===== config.mk =====
export PLATFORM = sky130hd
export DESIGN_NAME = ctc_top
export DESIGN_NICKNAME = d
export VERILOG_FILES = /design/src/ctc_pkg.sv /design/src/ctc_top.sv
export SDC_FILE = /design/constraint.sdc
export NUM_CORES = 1
export LEC_CHECK = 0
export BUFFER_PORTS_ARGS = -buffer_cell sky130_fd_sc_hd__buf_2
export CORE_MARGIN = 2
export CORE_UTILIZATION = 64
export DETAILED_ROUTE_END_ITERATION = 16
export PLACE_DENSITY = 0.91
export SLEW_MARGIN = 20
export SYNTH_ARGS = -nofsm -noshare
export SYNTH_HDL_FRONTEND = slang
export SYNTH_SLANG_ARGS = --single-unit

===== constraint.sdc =====
create_clock -name clk -period 6.93 [get_ports clk]
set_clock_uncertainty 0.1 [all_clocks]
set_input_delay 0 -clock clk [delete_from_list [all_inputs] [get_ports clk]]
set_output_delay 0 -clock clk [all_outputs]
set_load 0.02 [all_outputs]

===== src/ctc_pkg.sv =====
// Constants for the transmit and clock control register block.
// Assumes a host command decoder that hands over one op-code per command.
package ctc_pkg;
  // Command op-codes (already decoded from the host serial link)
  localparam logic [7:0] OP_CTRL_WR = 8'h16;
  localparam logic [7:0] OP_CTRL_RD = 8'hd4;
  localparam logic [7:0] OP_MODE_WR = 8'h14;
  localparam logic [7:0] OP_MODE_RD = 8'hd2;
  localparam logic [7:0] OP_TX_FLUSH = 8'h54;
  // Field positions of transmit_and_clock_control
  localparam int BIT_TRANSMIT_GO = 7;
  localparam int BIT_SEND_SINGLE_NEXT = 6;
  localparam int BIT_SINGLE_ATTEMPT = 5;
  localparam int BIT_ID_FILTER_ON = 4;
  localparam int BIT_CRYSTAL_DRIVE_OFF = 3;
  localparam int BIT_DIV_HI = 1;
  localparam int BIT_DIV_LO = 0;
  localparam logic [7:0] CTRL_RESET = 8'h00;
  // Operating mode select, initialization is any code 1xx
  localparam int BIT_MODE_INIT = 2;
  localparam logic [2:0] MODE_RESET = 3'h4;
  // Buffer sizes
  localparam int MSG_WIDTH = 32;
  localparam int TX_FIFO_DEPTH = 32;
  // Transmit sequencer states
  typedef enum logic [1:0] {
    CTC_IDLE = 2'b01,
    CTC_SEND = 2'b10
  } ctc_state_t;
endpackage : ctc_pkg


===== src/ctc_top.sv =====
// Transmit FIFO and the transmit/clock control register of a CAN controller.
// Assumes a protocol engine that reports frame start, success and failure.
module ctc_fifo #(
  parameter int WIDTH = 32,
  parameter int DEPTH = 32
) (
  input wire logic clk, // Device clock
  input wire logic rstSync, // Synchronised reset, active high release
  input wire logic flush, // Empties the buffer
  input wire logic inValid, // Word offered
  input wire logic [WIDTH-1:0] inData, // Word in
  output logic inReady, // Room for a word
  output logic outValid, // Word available
  output logic [WIDTH-1:0] outData, // Oldest word
  input wire logic outReady // Consumer takes the word
);
  localparam int AW = $clog2(DEPTH);
  logic [WIDTH-1:0] mem [DEPTH];
  logic [AW-1:0] wrPtr_q;
  logic [AW-1:0] rdPtr_q;
  logic [AW:0] count_q;
  logic push;
  logic pop;
  // Honest flags straight from the fill count
  assign inReady = (count_q != (AW+1)'(DEPTH));
  assign outValid = (count_q != '0);
  assign outData = mem[rdPtr_q];
  assign push = inValid && inReady && !flush;
  assign pop = outValid && outReady && !flush;
  // Storage carries no reset, only pointers matter
  always_ff @(posedge clk)
  begin
    if (push)
      mem[wrPtr_q] <= inData;
  end
  // Pointers and count; flush beats any push or pop in the same cycle
  always_ff @(posedge clk or negedge rstSync)
  begin
    if (!rstSync)
    begin
      wrPtr_q <= '0;
      rdPtr_q <= '0;
      count_q <= '0;
    end
    else if (flush)
    begin
      wrPtr_q <= '0;
      rdPtr_q <= '0;
      count_q <= '0;
    end
    else
    begin
      if (push)
        wrPtr_q <= (wrPtr_q == AW'(DEPTH-1)) ? '0 : wrPtr_q + AW'(1);
      if (pop)
        rdPtr_q <= (rdPtr_q == AW'(DEPTH-1)) ? '0 : rdPtr_q + AW'(1);
      count_q <= count_q + (AW+1)'(push) - (AW+1)'(pop);
    end
  end
endmodule : ctc_fifo

// How it works
// Control bit OR pin enables transmission
// Enabled: send queued messages in order until empty
// Pin drop mid-frame: finish frame, start nothing
// No enable, no single bit: hold, send nothing
// Single bit releases one message, continuous clear
// Single bit self-clears on success or one-shot start
// One-shot single: one attempt, no retransmission
// Host uses one-shot only with single bit
// Unsent one-shot message stays queued
// Host flushes queue before reloading new message
// Filter bit on enables ID filtering
// Host writes filters only in initialization mode
// Drive-off bit disables crystal output driver
// Divider codes give clock out /1/2/4/8
// Reset enters initialization mode until changed
// Whole register resets zero, fully read/write
module ctc_top
  import ctc_pkg::*;
#(
  parameter int WIDTH = ctc_pkg::MSG_WIDTH,
  parameter int DEPTH = ctc_pkg::TX_FIFO_DEPTH
) (
  input wire logic clk, // Device clock, 20 MHz
  input wire logic rst_n, // Asynchronous reset, active low
  input wire logic cmdValid, // One host command this cycle
  input wire logic [7:0] cmdOpcode, // Command op-code
  input wire logic [7:0] cmdWrData, // Data for register writes
  output logic [7:0] cmdRdData, // Read answer, registered
  input wire logic transmitGoPin, // External transmit enable pin
  input wire logic msgValid, // Message offered to the queue
  input wire logic [WIDTH-1:0] msgData, // Message word
  output logic msgReady, // Queue has room
  output logic txRequest, // Frame waiting for the engine
  output logic [WIDTH-1:0] txData, // Frame being sent
  output logic txNoRetry, // Engine must not retransmit
  input wire logic txStarted, // Engine began the frame, pulse
  input wire logic txSuccess, // Frame sent and acknowledged, pulse
  input wire logic txFailed, // One-shot attempt lost or errored, pulse
  output logic idFilterOn, // Receive ID filtering enabled
  output logic crystalOutEn, // Crystal output pin driver enable
  output logic clockOutPin, // Divided clock output
  output logic [2:0] operatingModeSelect, // Current mode code
  output logic initMode // Initialization mode active
);
  import ctc_pkg::*;
  logic rstMeta_q;
  logic rstSync;
  logic [7:0] ctrl_q;
  logic [2:0] mode_q;
  ctc_state_t state_q;
  logic singleLaunch_q;
  logic oneShot_q;
  logic [2:0] divCnt_q;
  logic qValid;
  logic qPop;
  logic ctrlWr;
  logic txEnable;
  logic singleArmed;
  logic launch;
  logic singleClear;
  // Reset leaves through two flops so release is clean on clk
  always_ff @(posedge clk or negedge rst_n)
  begin
    if (!rst_n)
    begin
      rstMeta_q <= 1'b0;
      rstSync <= 1'b0;
    end
    else
    begin
      rstMeta_q <= 1'b1;
      rstSync <= rstMeta_q;
    end
  end

  ctc_fifo #(.WIDTH(WIDTH), .DEPTH(DEPTH)) txQueue (
    .clk(clk),
    .rstSync(rstSync),
    .flush(cmdValid && cmdOpcode == OP_TX_FLUSH),
    .inValid(msgValid),
    .inData(msgData),
    .inReady(msgReady),
    .outValid(qValid),
    .outData(txData),
    .outReady(qPop)
  );

  // Launch decision; the single bit only matters while continuous is off
  assign ctrlWr = cmdValid && cmdOpcode == OP_CTRL_WR;
  assign txEnable = ctrl_q[BIT_TRANSMIT_GO] | transmitGoPin;
  assign singleArmed = ctrl_q[BIT_SEND_SINGLE_NEXT] && !ctrl_q[BIT_TRANSMIT_GO];
  assign launch = (state_q == CTC_IDLE) && qValid && (txEnable || singleArmed);
  // Message leaves the queue only on success, a failed one-shot keeps it
  assign qPop = (state_q == CTC_SEND) && txSuccess;
  // Single bit drops at success, or at start when one-shot was asked for
  assign singleClear = (state_q == CTC_SEND) && singleLaunch_q
                       && ((oneShot_q && txStarted) || txSuccess);

  // Sequencer: once a frame is handed over it runs to its end
  always_ff @(posedge clk or negedge rstSync)
  begin
    if (!rstSync)
      state_q <= CTC_IDLE;
    else
      unique case (state_q)
        CTC_IDLE:
          if (launch)
            state_q <= CTC_SEND;
        CTC_SEND:
          if (txSuccess || txFailed)
            state_q <= CTC_IDLE;
      endcase
  end

  // Remember how the frame was released; pin loss does not abort it
  always_ff @(posedge clk or negedge rstSync)
  begin
    if (!rstSync)
    begin
      singleLaunch_q <= 1'b0;
      oneShot_q <= 1'b0;
    end
    else if (launch)
    begin
      singleLaunch_q <= !txEnable;
      oneShot_q <= !txEnable && ctrl_q[BIT_SINGLE_ATTEMPT];
    end
  end

  // Control register; a host write in the clearing cycle wins
  always_ff @(posedge clk or negedge rstSync)
  begin
    if (!rstSync)
      ctrl_q <= CTRL_RESET;
    else if (ctrlWr)
      ctrl_q <= cmdWrData;
    else if (singleClear)
      ctrl_q[BIT_SEND_SINGLE_NEXT] <= 1'b0;
  end

  // Mode select starts in initialization and stays until rewritten
  always_ff @(posedge clk or negedge rstSync)
  begin
    if (!rstSync)
      mode_q <= MODE_RESET;
    else if (cmdValid && cmdOpcode == OP_MODE_WR)
      mode_q <= cmdWrData[2:0];
  end

  // Read answers; unknown op-codes read zero
  always_ff @(posedge clk or negedge rstSync)
  begin
    if (!rstSync)
      cmdRdData <= 8'h00;
    else if (cmdValid && cmdOpcode == OP_CTRL_RD)
      cmdRdData <= ctrl_q;
    else if (cmdValid && cmdOpcode == OP_MODE_RD)
      cmdRdData <= {5'h00, mode_q};
    else if (cmdValid)
      cmdRdData <= 8'h00;
  end

  // Free running divider; bit n toggles at clk / 2^(n+1)
  always_ff @(posedge clk or negedge rstSync)
  begin
    if (!rstSync)
      divCnt_q <= 3'h0;
    else
      divCnt_q <= divCnt_q + 3'h1;
  end

  // Divide by one passes clk itself, so that path is not a flop
  always_comb
  begin
    unique case (ctrl_q[BIT_DIV_HI:BIT_DIV_LO])
      2'b00: clockOutPin = clk;
      2'b01: clockOutPin = divCnt_q[0];
      2'b10: clockOutPin = divCnt_q[1];
      2'b11: clockOutPin = divCnt_q[2];
    endcase
  end

  assign txRequest = (state_q == CTC_SEND);
  assign txNoRetry = oneShot_q;
  assign idFilterOn = ctrl_q[BIT_ID_FILTER_ON];
  assign crystalOutEn = !ctrl_q[BIT_CRYSTAL_DRIVE_OFF];
  assign operatingModeSelect = mode_q;
  assign initMode = mode_q[BIT_MODE_INIT];

  property p_pin_launch;
    @(posedge clk) disable iff (!rstSync)
    (state_q == CTC_IDLE && qValid && transmitGoPin) |=> (state_q == CTC_SEND && !singleLaunch_q);
  endproperty
  a_pin_launch: assert property (p_pin_launch) else $error("pin enable did not launch");
  property p_pop_on_success;
    @(posedge clk) disable iff (!rstSync)
    (state_q == CTC_SEND && txSuccess) |-> qPop ##1 (state_q == CTC_IDLE);
  endproperty
  a_pop_on_success: assert property (p_pop_on_success) else $error("success did not dequeue");
  property p_frame_runs_on;
    @(posedge clk) disable iff (!rstSync)
    (state_q == CTC_SEND && !txSuccess && !txFailed) |=> (state_q == CTC_SEND && txRequest);
  endproperty
  a_frame_runs_on: assert property (p_frame_runs_on) else $error("frame dropped early");
  property p_hold_when_off;
    @(posedge clk) disable iff (!rstSync)
    (state_q == CTC_IDLE && !ctrl_q[7] && !transmitGoPin && !ctrl_q[6]) |=> (state_q == CTC_IDLE);
  endproperty
  a_hold_when_off: assert property (p_hold_when_off) else $error("sent while disabled");
  property p_single_release;
    @(posedge clk) disable iff (!rstSync)
    (state_q == CTC_IDLE && qValid && ctrl_q[6] && !ctrl_q[7] && !transmitGoPin)
      |=> (state_q == CTC_SEND && singleLaunch_q);
  endproperty
  a_single_release: assert property (p_single_release) else $error("single bit ignored");
  property p_single_clears;
    @(posedge clk) disable iff (!rstSync)
    (state_q == CTC_SEND && singleLaunch_q && txSuccess && !ctrlWr) |=> !ctrl_q[6];
  endproperty
  a_single_clears: assert property (p_single_clears) else $error("single bit not cleared");
  property p_one_shot;
    @(posedge clk) disable iff (!rstSync)
    (launch && ctrl_q[5] && !txEnable) |=> (txNoRetry throughout (state_q == CTC_SEND)[*1]);
  endproperty
  a_one_shot: assert property (p_one_shot) else $error("one-shot retry not blocked");
  // The failed word must still head the queue one cycle later
  property p_fail_keeps;
    @(posedge clk) disable iff (!rstSync)
    (state_q == CTC_SEND && txFailed && !txSuccess && qValid
      && !(cmdValid && cmdOpcode == OP_TX_FLUSH)) |=> (qValid && txData == $past(txData));
  endproperty
  a_fail_keeps: assert property (p_fail_keeps) else $error("failed message discarded");
  property p_readback;
    @(posedge clk) disable iff (!rstSync)
    ctrlWr ##1 (cmdValid && cmdOpcode == OP_CTRL_RD) |=> (cmdRdData == $past(cmdWrData, 2));
  endproperty
  a_readback: assert property (p_readback) else $error("control readback wrong");
endmodule : ctc_top


-- Word-level counts from Yosys, hierarchy flattened
Memory sizes are Yosys's and may differ from the RTL's.
Index checks and enable logic that the tools add are counted.
Widths: inputs -> output; s select.
- bits in registers: 44
- RAM bits: 1024
- input port bits: 56
- output and inout bits: 50
- logic and storage cells: 84
- memories: 1
- $add $sub $neg: 5
- equal/unequal tests: 15
- mux-type cells: 18
- bitwise gates (word level): 1
- reduce and logical (&&, ||, !) cells: 31
- memory list (memory ; words ; width ; read ports ; clocked after Yosys merged registers in ; write ports ; RTL line ; text):
    txQueue.mem ; 32 ; 32 ; 1 ; 0 ; 1 ; ctc_top.sv:18 ; logic [WIDTH-1:0] mem [DEPTH];
- operator list (operator ; count):
    $mux 5 ; 6
    $mux 8 ; 3
    $logic_and 1x1->1 ; 17
    $eq 8x5->1 const B ; 2
    $eq 8x8->1 const B ; 2
    $add 5x1->5 const B ; 2
    $eq 5x5->1 const B ; 2
    $eq 8x7->1 const B ; 1
    $add 6x1->6 ; 1
    $eq 2x2->1 const B ; 3
    $mux 6 ; 1
    $ne 6x6->1 const B ; 1
    $reduce_bool 2->1 ; 3
    $reduce_bool 6->1 ; 1
    $sub 6x1->6 ; 1
    $eq 2x1->1 const B ; 2
    $logic_not 1->1 ; 4
    $mux 1 ; 4
    $mux 2 ; 2
    $pmux 1 s4 ; 1
    $pmux 2 s2 ; 1
    $add 3x1->3 const B ; 1
    $logic_or 1x1->1 ; 3
    $reduce_bool 3->1 ; 1
    other kinds (5) ; 5

-- Longest topological paths before layout
Gate-level depths: netlist of run 1.
- depth after elaboration: 7
- mapped depth: 14
- gate-level depth less buffers: 13

-- Modules after synthesis
A second synthesis of run 1 with hierarchy kept.
- cells, all modules: 2126
- area, all modules: 41551.1 um^2
- modules (own cells, without submodules) (module ; times used ; cells each ; area each (um^2) ; seq. area each (um^2)):
    ctc_fifo ; 1 ; 2038 ; 40323.7 ; 31149.9
    ctc_top ; 1 ; 88 ; 1227.4 ; 703.2

==> results of run 1 <==
## power groups by stage
stage | registers (mW) | logic [mW] | clock network (mW)
2_1_floorplan | 7.66 | 3.43 | 0.0150
3_3_place_gp | 7.79 | 4.59 | 0.0194
3_5_place_dp | 7.83 | 4.78 | 0.0194
4_1_cts | 7.72 | 5.04 | 5.24
5_1_grt | 7.75 | 5.33 | 5.47
6_report | 7.74 | 5.15 | 5.30
## cells in the mapped netlist, types with 27 or more instances
cell	n
edfxtp_1	1024
or4_1	34
clkbuf_1	78
nor2b_1	65
inv_1	27
a22o_1	64
mux2_2	203
a211oi_1	64
mux4_2	129
nor3_1	69
o21ai_0	78
nor2_1	49
dfrtp_1	42
o22ai_1	64
## stage by stage
stage          std cells  hold WS (ns)  cell area (µm²)  util [%]  power (mW)
2_1_floorplan       2146        -0.396            41500         -        11.1
3_3_place_gp        3028        -0.315            43300      67.3        12.4
6_report            3284        0.0813            47100      73.2        18.2
3_5_place_dp        3028        -0.305            43300      67.3        12.6
5_1_grt             3282         0.150            47100      73.2        18.5
4_1_cts             3282        0.0405            47100      73.2        18.0
## cell families after synthesis
kind of cell	after synthesis
adders and majority gates	18
DFF	1068
xor gates and xnor gates	4
muxes	337
other	1
and+or+nand+nor	279
buffers and inverters	149
AOI/OAI and AO/OA	290
## final cells by class
class | count | area [µm²]
Sequential cell | 1068 | 31900
Multi-Input combinational cell | 929 | 9350
Tap cell | 855 | 1070
Clock inverter | 45 | 357
Fill cell | 3070 | 17200
Timing Repair Buffer | 228 | 1690
Clock buffer | 130 | 2670
Inverter | 27 | 101
Antenna cell | 2 | 5.00
## tightest hold or removal path: stages
cell	delay [ns]
dlygate4sd3_1	0.55
buf_2	0.13
nor2_1	0.06
nand3_1	0.08
o21ai_0	0.09
## per-layer routing
metal | up-vias | GRT usage (%) | wire length [µm]
met5 | - | 0 | 16
met4 | 2 | 23.8 | 8560
met3 | 610 | 7.90 | 15400
met2 | 2738 | 57.6 | 57500
met1 | 12059 | 43.6 | 36300
li1 | 9132 | - | -
## worst max path at each step
stage	startpoint	end	cells after the start
after floorplan	clk	clockOutPin	1
after global placement	clk	clockOutPin	2
after detailed placement	clk	clockOutPin	2
after CTS	txQueue.rdPtr_q[1]$_DFFE_PN0P_	txData[16]	6
after global routing	txQueue.rdPtr_q[1]$_DFFE_PN0P_	txData[16]	6
final	txQueue.rdPtr_q[1]$_DFFE_PN0P_	txData[17]	6
## registers in the layout, indices dropped and copies added, names as in the netlist
register and cells:
rstMeta_q 1, txQueue.wrPtr_q 5, singleLaunch_q 1, txQueue.rdPtr_q 5, txNoRetry 1, cmdRdData 8
state_q 2, rstSync 1, txQueue.mem 1024, divCnt_q 3, ctrl_q 8, txQueue.count_q 6
operatingModeSelect 3
## what timing repair did
action                    in CTS  in global routing
hold buffers                  80                  0
buffers inserted               0                  0
hold endpoints to repair    1065                  0
==> flow_summary.html, run 1 <==
<table>
<tr><th>Metric</th><th>Value</th></tr>
<tr><th colspan="2">STA</th></tr>
<tr><td>Remaining max-slew budget at the tightest pin</td><td>19.5%</td></tr>
<tr><td>Hold Vio Cnt, Final</td><td>0</td></tr>
<tr><td>F_max</td><td>208 MHz</td></tr>
<tr><td>Slew at the pin closest to its max-slew limit</td><td>1.21 ns</td></tr>
<tr><td>Final Critical Period</td><td>4.80 ns</td></tr>
<tr><td>Setup ws final</td><td>2.13 ns</td></tr>
<tr><td>Setup Viol. Count Final</td><td>0</td></tr>
<tr><td>Post-route clock period utilization</td><td>69.3%</td></tr>
<tr><td>Setup repair after global routing missed its margin</td><td>false</td></tr>
<tr><td>Final setup TNS</td><td>0 ns</td></tr>
<tr><td>Max-slew violation count</td><td>0</td></tr>
<tr><th colspan="2">Power</th></tr>
<tr><td>Reg power frac</td><td>42.6%</td></tr>
<tr><td>Internal power contribution</td><td>12.4 mW</td></tr>
<tr><td>Part of the total power dissipated in the clock network</td><td>29.1%</td></tr>
<tr><td>Pwr/cell area</td><td>386 nW/µm²</td></tr>
<tr><td>Switching power as a share of total power</td><td>32.0%</td></tr>
<tr><td>Static leakage</td><td>15.3 nW</td></tr>
<tr><td>Combinational share of power</td><td>28.3%</td></tr>
<tr><td>Maximum vdd drop</td><td>0.357 mV</td></tr>
<tr><td>Switching power of the nets</td><td>5.82 mW</td></tr>
<tr><th colspan="2">Setup path</th></tr>
<tr><td>Cell family with the largest share of critical-path delay</td><td>simple AND/OR/NAND/NOR gates</td></tr>
<tr><td>Setup crit start kind</td><td>flop</td></tr>
<tr><td>Startpoint of the most critical register-to-register path</td><td>txQueue.count_q[3]$_DFF_PN0_</td></tr>
<tr><td>Cell breakdown of the critical path</td><td>nand2_2, buf_4, o22ai_1, nor3_1, or4_1, buf_2</td></tr>
<tr><td>Number of cells traversed by the worst register-to-register path</td><td>13</td></tr>
<tr><td>Classification of the worst setup path</td><td>flop to output port</td></tr>
<tr><td>Slowest stage delay, CP</td><td>1.17 ns</td></tr>
<tr><td>Biggest fanout along the worst timing path</td><td>70</td></tr>
<tr><td>CP arrival</td><td>4.70 ns</td></tr>
<tr><td>Register-to-register setup slack</td><td>3.35 ns</td></tr>
<tr><td>Number of buffer and inverter stages on the critical path</td><td>2</td></tr>
<tr><td>Reg-to-reg critical path endpoint</td><td>txQueue.count_q[4]$_DFF_PN0_</td></tr>
<tr><td>Endpoint class of the critical path</td><td>output port</td></tr>
<tr><td>Required time worst endpoint</td><td>6.83 ns</td></tr>
<tr><td>Worst path slowest cell</td><td>dfrtp_4</td></tr>
<tr><th colspan="2">Yosys</th></tr>
<tr><td>Post-Synth Simple-Gate Area</td><td>3.85%</td></tr>
<tr><td>Number of warnings reported in the yosys synthesis log</td><td>0</td></tr>
<tr><td>Number of register bits inferred by synthesis</td><td>1,068</td></tr>
<tr><td>Portion of synthesized cell area occupied by the leading cell type</td><td>74.1%</td></tr>
<tr><td>Largest family of logic cells by synthesized area</td><td>multiplexers</td></tr>
<tr><td>Mux contribution to synthesized area</td><td>12.6%</td></tr>
<tr><td>Syn Std Cell Area</td><td>41,500 µm²</td></tr>
<tr><td>Async set-or-reset flop fraction in the synthesized netlist</td><td>4.12%</td></tr>
<tr><td>Xor-xnor portion of the synthesized cell area</td><td>0.0844%</td></tr>
<tr><td>Post-synthesis share of cell area spent on full adders, half adders and majority gates</td><td>0.560%</td></tr>
<tr><td>Average size of a mapped cell</td><td>19.3 µm²</td></tr>
<tr><td>Syn Nets</td><td>2,220</td></tr>
<tr><td>Count of mapped cells out of synthesis</td><td>2,146</td></tr>
<tr><td>Sequential element share of the synthesized area</td><td>76.7%</td></tr>
<tr><td>Complex-gate fraction of the synthesized area</td><td>4.71%</td></tr>
<tr><td>Cells taking the most area after synthesis</td><td>edfxtp_1, mux4_2, mux2_2, dfrtp_1, a22o_1</td></tr>
<tr><td>Flip-flop cell with the highest count after synthesis</td><td>edfxtp_1</td></tr>
<tr><td>Yosys top cell by area</td><td>edfxtp_1</td></tr>
<tr><td>Number of enable-type register cells in the synthesized netlist</td><td>1,024</td></tr>
<tr><td>Number of different library cells in the post-synthesis netlist</td><td>51</td></tr>
<tr><th colspan="2">Floorplanning</th></tr>
<tr><td>Core region area</td><td>64,300 µm²</td></tr>
<tr><td>Full die area</td><td>66,900 µm²</td></tr>
<tr><td>Horiz. Die Dim</td><td>259 µm</td></tr>
<tr><td>Height of the die</td><td>259 µm</td></tr>
<tr><td>Placement Rows</td><td>93</td></tr>
<tr><td>Effective utilization at floorplan</td><td>64.5%</td></tr>
<tr><td>Number of placed I/O pins</td><td>106</td></tr>
<tr><th colspan="2">Worst hold path</th></tr>
<tr><td>Hold wc startpoint</td><td>transmitGoPin</td></tr>
<tr><td>Worst Hold Path EP</td><td>txNoRetry$_DFFE_PN0P_</td></tr>
<tr><td>Cells on Worst Hold Path</td><td>5</td></tr>
<tr><td>Tightest Hold Check Type</td><td>input pin to flop</td></tr>
<tr><th colspan="2">Detailed routing</th></tr>
<tr><td>Antenna-violating nets left</td><td>0</td></tr>
<tr><td>Violation count after the first detailed-routing iteration</td><td>4,438</td></tr>
<tr><td>Vias per std cell</td><td>7.47</td></tr>
<tr><td>Total via count after detailed routing</td><td>24.5k</td></tr>
<tr><td>Number of remaining DRC errors</td><td>0</td></tr>
<tr><td>Routed length per placed instance</td><td>35.8 µm</td></tr>
<tr><td>Sum of routed wire length over all layers</td><td>118,000 µm</td></tr>
<tr><td>Detailed-routing iteration count for the pre-antenna-repair pass</td><td>6</td></tr>
<tr><th colspan="2">Global routing</th></tr>
<tr><td>GR Overflow Total</td><td>0</td></tr>
<tr><td>Initial antenna violation count</td><td>3</td></tr>
<tr><td>Wire length of the first global-routing pass</td><td>170,000 µm</td></tr>
<tr><td>Aggregate global-route resource usage</td><td>35.6%</td></tr>
<tr><td>Via count of the first global-routing pass</td><td>25.3k</td></tr>
<tr><td>Maximum number of pins on one net before global-route repair</td><td>166</td></tr>
<tr><th colspan="2">Run status</th></tr>
<tr><td>Result of the run</td><td>finished, final reports clean</td></tr>
<tr><th colspan="2">Placed design</th></tr>
<tr><td>Gpl congestion</td><td>0.797</td></tr>
<tr><td>Post-DP HPWL</td><td>53,900 µm</td></tr>
<tr><td>Total of buffers placed on input and output ports</td><td>105</td></tr>
<tr><td>Post-placement worst setup slack</td><td>2.78 ns</td></tr>
<tr><th colspan="2">Clock network</th></tr>
<tr><td>Clock-pin slew reported for the worst setup and hold paths after clock tree synthesis</td><td>0.06 ns</td></tr>
<tr><td>Clock tree from TritonCTS</td><td>done</td></tr>
<tr><td>Count of instances resized after the clock tree is built</td><td>0</td></tr>
<tr><td>Source-to-sink clock delay at the later pin of the worst-skew pair</td><td>0.79 ns</td></tr>
<tr><th colspan="2">Final layout</th></tr>
<tr><td>Layout cell share with drive strength beyond 1</td><td>27.6%</td></tr>
<tr><td>Most frequent cells in the layout</td><td>edfxtp_1, mux2_2, mux4_2</td></tr>
<tr><td>Layout Area Growth over Synthesis</td><td>13.4%</td></tr>
<tr><td>Commonest non-fill, non-tap cell in the layout</td><td>edfxtp_1</td></tr>
<tr><td>Fin nets</td><td>2,426</td></tr>
<tr><th colspan="2">Run</th></tr>
<tr><td>Number of maximum-capacitance violations</td><td>0</td></tr>
</table>
Power figures use the tool's default switching activity.
==> inputs of run 2 (changes only) <==
--- a/config.mk
+++ b/config.mk
@@ -7,9 +7,9 @@
 export LEC_CHECK = 0
 export BUFFER_PORTS_ARGS = -buffer_cell sky130_fd_sc_hd__buf_2
 export CORE_MARGIN = 2
-export CORE_UTILIZATION = 64
+export CORE_UTILIZATION = 62
 export DETAILED_ROUTE_END_ITERATION = 16
-export PLACE_DENSITY = 0.91
+export PLACE_DENSITY = 0.89
 export SLEW_MARGIN = 20
 export SYNTH_ARGS = -nofsm -noshare
 export SYNTH_HDL_FRONTEND = slang
==> constraint.sdc (replaced) <==
create_clock -name clk -period 4.9 [get_ports clk]
set_clock_uncertainty 0.1 [all_clocks]
set_input_delay 0 -clock clk [delete_from_list [all_inputs] [get_ports clk]]
set_output_delay 0 -clock clk [all_outputs]
set_load 0.02 [all_outputs]
==> run 2 against run 1 <==
Effect of this change: first-iteration DRC count is 5.7% lower; wire length shrank 4.2%; sequential cell count unchanged; cell count grew 1.1%; non-clock buffer count grew 19; clock power increased by 55%; register-to-register slack worse by 2.1 ns; critical path type unchanged; largest power group unchanged.
==> flow_summary.html, run 2 (synthesis results as in run 1) <==
<table>
<tr><th>Metric</th><th>Value</th></tr>
<tr><th colspan="2">Clock network</th></tr>
<tr><td>Source-to-sink clock delay at the later pin of the worst-skew pair</td><td>0.80 ns (about the same)</td></tr>
<tr><td>Clock-pin slew reported for the worst setup and hold paths after clock tree synthesis</td><td>0.07 ns (about the same)</td></tr>
<tr><td>Clock tree from TritonCTS</td><td>done</td></tr>
<tr><th colspan="2">Final layout</th></tr>
<tr><td>Register with the most flip-flops</td><td>txQueue.mem</td></tr>
<tr><td>Layout cell share with drive strength beyond 1</td><td>29.1% (+1.4 points)</td></tr>
<tr><td>Fin nets</td><td>2,450 (+0.99%)</td></tr>
<tr><td>Most frequent cells in the layout</td><td>edfxtp_1, mux2_2, mux4_2</td></tr>
<tr><td>Largest regs</td><td>txQueue.mem x1024, cmdRdData x8, ctrl_q x8</td></tr>
<tr><td>Flip-flop count of the largest register after layout</td><td>1,024 (unchanged)</td></tr>
<tr><td>Layout Area Growth over Synthesis</td><td>14.9%</td></tr>
<tr><td>Utilization of the core after routing</td><td>72.3% (-0.92 points)</td></tr>
<tr><td>Commonest non-fill, non-tap cell in the layout</td><td>edfxtp_1</td></tr>
<tr><th colspan="2">Global routing</th></tr>
<tr><td>Aggregate global-route resource usage</td><td>32.8% (-2.8 points)</td></tr>
<tr><td>GR Overflow Total</td><td>0 (unchanged)</td></tr>
<tr><td>Maximum number of pins on one net before global-route repair</td><td>73 (-56%)</td></tr>
<tr><td>Initial antenna violation count</td><td>5 (+2)</td></tr>
<tr><td>Via count of the first global-routing pass</td><td>24.5k (-3.2%)</td></tr>
<tr><td>Wire length of the first global-routing pass</td><td>164,000 µm (-3.4%)</td></tr>
<tr><th colspan="2">Setup path</th></tr>
<tr><td>Endpoint class of the critical path</td><td>output port</td></tr>
<tr><td>Register-to-register setup slack</td><td>1.29 ns (-2.06 ns)</td></tr>
<tr><td>Classification of the worst setup path</td><td>flop to output port</td></tr>
<tr><td>Reg-to-reg critical path endpoint</td><td>txQueue.count_q[4]$_DFF_PN0_</td></tr>
<tr><td>Worst setup endpoint</td><td>txData[15]</td></tr>
<tr><td>Setup crit start kind</td><td>flop</td></tr>
<tr><td>Biggest fanout along the worst timing path</td><td>35 (-50%)</td></tr>
<tr><td>CP arrival</td><td>4.13 ns (-0.57 ns)</td></tr>
<tr><td>Crit path launch</td><td>txQueue.rdPtr_q[4]$_DFFE_PN0P_</td></tr>
<tr><td>Number of cells traversed by the worst register-to-register path</td><td>13 (unchanged)</td></tr>
<tr><td>Startpoint of the most critical register-to-register path</td><td>txQueue.count_q[2]$_DFF_PN0_</td></tr>
<tr><td>Required time worst endpoint</td><td>4.80 ns (-2.03 ns)</td></tr>
<tr><th colspan="2">STA</th></tr>
<tr><td>Post-route clock period utilization</td><td>86.3%</td></tr>
<tr><td>Final Critical Period</td><td>4.23 ns</td></tr>
<tr><td>Slew at the pin closest to its max-slew limit</td><td>1.26 ns (+0.0508 ns)</td></tr>
<tr><td>Max-slew violation count</td><td>0 (unchanged)</td></tr>
<tr><td>F_max</td><td>236 MHz</td></tr>
<tr><td>Setup repair after global routing missed its margin</td><td>false</td></tr>
<tr><td>Setup Viol. Count Final</td><td>0 (unchanged)</td></tr>
<tr><td>Hold Vio Cnt, Final</td><td>0 (unchanged)</td></tr>
<tr><td>Remaining max-slew budget at the tightest pin</td><td>16.1% (-3.4 points)</td></tr>
<tr><td>Final setup TNS</td><td>0 ns (unchanged)</td></tr>
<tr><th colspan="2">Detailed routing</th></tr>
<tr><td>Total via count after detailed routing</td><td>24.1k (-1.7%)</td></tr>
<tr><td>Violation count after the first detailed-routing iteration</td><td>4,183 (-5.7%)</td></tr>
<tr><td>Antenna-violating nets left</td><td>0 (unchanged)</td></tr>
<tr><td>Vias per std cell</td><td>7.27 (-2.8%)</td></tr>
<tr><td>Number of remaining DRC errors</td><td>0 (unchanged)</td></tr>
<tr><td>Detailed-routing iteration count for the pre-antenna-repair pass</td><td>5 (-1)</td></tr>
<tr><td>Sum of routed wire length over all layers</td><td>113,000 µm (-4.2%)</td></tr>
<tr><td>Routed length per placed instance</td><td>34.0 µm (-5.2%)</td></tr>
<tr><th colspan="2">Run</th></tr>
<tr><td>Number of maximum-capacitance violations</td><td>0 (unchanged)</td></tr>
<tr><th colspan="2">Power</th></tr>
<tr><td>Static leakage</td><td>15.5 nW (+1.8%)</td></tr>
<tr><td>Maximum vdd drop</td><td>0.543 mV (+52%)</td></tr>
<tr><td>Pwr/cell area</td><td>555 nW/µm² (+44%)</td></tr>
<tr><th colspan="2">Placed design</th></tr>
<tr><td>Total of buffers placed on input and output ports</td><td>105 (unchanged)</td></tr>
<tr><td>Post-DP HPWL</td><td>57,300 µm (+6.3%)</td></tr>
<tr><td>Gpl congestion</td><td>0.824 (+3.3%)</td></tr>
<tr><th colspan="2">Floorplanning</th></tr>
<tr><td>Horiz. Die Dim</td><td>263 µm (+1.6%)</td></tr>
<tr><td>Effective utilization at floorplan</td><td>62.9% (-1.6 points)</td></tr>
<tr><td>Placement Rows</td><td>94 (+1.1%)</td></tr>
<tr><td>Core region area</td><td>66,000 µm² (+2.5%)</td></tr>
<tr><td>Number of placed I/O pins</td><td>106 (unchanged)</td></tr>
<tr><td>Height of the die</td><td>263 µm (+1.6%)</td></tr>
<tr><td>Full die area</td><td>69,100 µm² (+3.2%)</td></tr>
<tr><th colspan="2">Worst hold path</th></tr>
<tr><td>Tightest Hold Check Type</td><td>input pin to flop</td></tr>
<tr><th colspan="2">Run status</th></tr>
<tr><td>Result of the run</td><td>finished, final reports clean</td></tr>
</table>
==> run 2: cell types whose count changed in the layout (fill, tap and decap cells not counted), sizes merged <==
cell / change
buf: +19
clkbuf: -13
bufinv: +10
clkinvlp: +7
inv: +3
clkinv: +1
diode: -1
==> run 2: how the worst min path moves through the flow <==
stage / to / cells past startpoint / from
6_report: txNoRetry$_DFFE_PN0P_ / 5 / transmitGoPin
5_1_grt: txNoRetry$_DFFE_PN0P_ / 5 / transmitGoPin
4_1_cts: txNoRetry$_DFFE_PN0P_ / 5 / transmitGoPin
3_5_place_dp: rstMeta_q$_DFF_PN0_ / 1 / rst_n
3_3_place_gp: rstMeta_q$_DFF_PN0_ / 1 / rst_n
2_1_floorplan: rstMeta_q$_DFF_PN0_ / 0 / rst_n
==> run 2: power breakdown <==
part           leakage, nW  internal [mW]  total [mW]  switching, mW
logic                 4.10           2.93        7.34           4.41
clock network         1.65           4.69        8.19           3.50
registers             9.79           10.5        10.9          0.384
==> run 2: per-layer routing <==
metal | routed length, µm | track usage, % | vias to the layer above
li1 | - | - | 9204
met2 | 55200 | 53.3 | 2360
met1 | 37300 | 41.8 | 12072
met4 | 6400 | 17.4 | 6
met3 | 13800 | 7.50 | 477
met5 | 28 | 0 | -
==> run 2: per-stage QoR <==
step	instances	instance area, µm²	power [mW]	hold slack (ns)	worst slack (ns)
floorplan	2146	41500	15.7	-0.396	1.56
global placement	3056	43500	17.7	-0.315	1.66
detailed placement	3056	43500	18.0	-0.312	1.61
CTS	3318	47700	26.2	0.0468	0.720
global route	3319	47700	27.0	0.0952	0.644
finish	3319	47700	26.4	0.0974	0.669
==> run 2: what timing repair did <==
| item | CTS | global route |
|---|---|---|
| gates resized for setup | 0 | 0 |
| buffers inserted | 0 | 0 |
| hold buffers | 80 | 0 |
| endpoints found under the hold margin | 1065 | 0 |
==> run 2: area by class of cell <==
cell class              count  area, µm²
flip-flops and latches   1068      31900
diodes                      1       2.50
well taps                 864       1080
clock inverters            66        757
inverters                  27        101
multi-input cells         929       9350
repair buffers            247       1880
clock buffers             117       2650
fillers                  3324      18300
==> run 2: critical path, stage by stage, from the launching register on <==
cell	delay, ns
dfrtp_1	0.73
or2_2	0.83
buf_4	0.56
o22ai_1	0.22
nor3_1	0.52
or4_1	0.24
buf_2	0.18
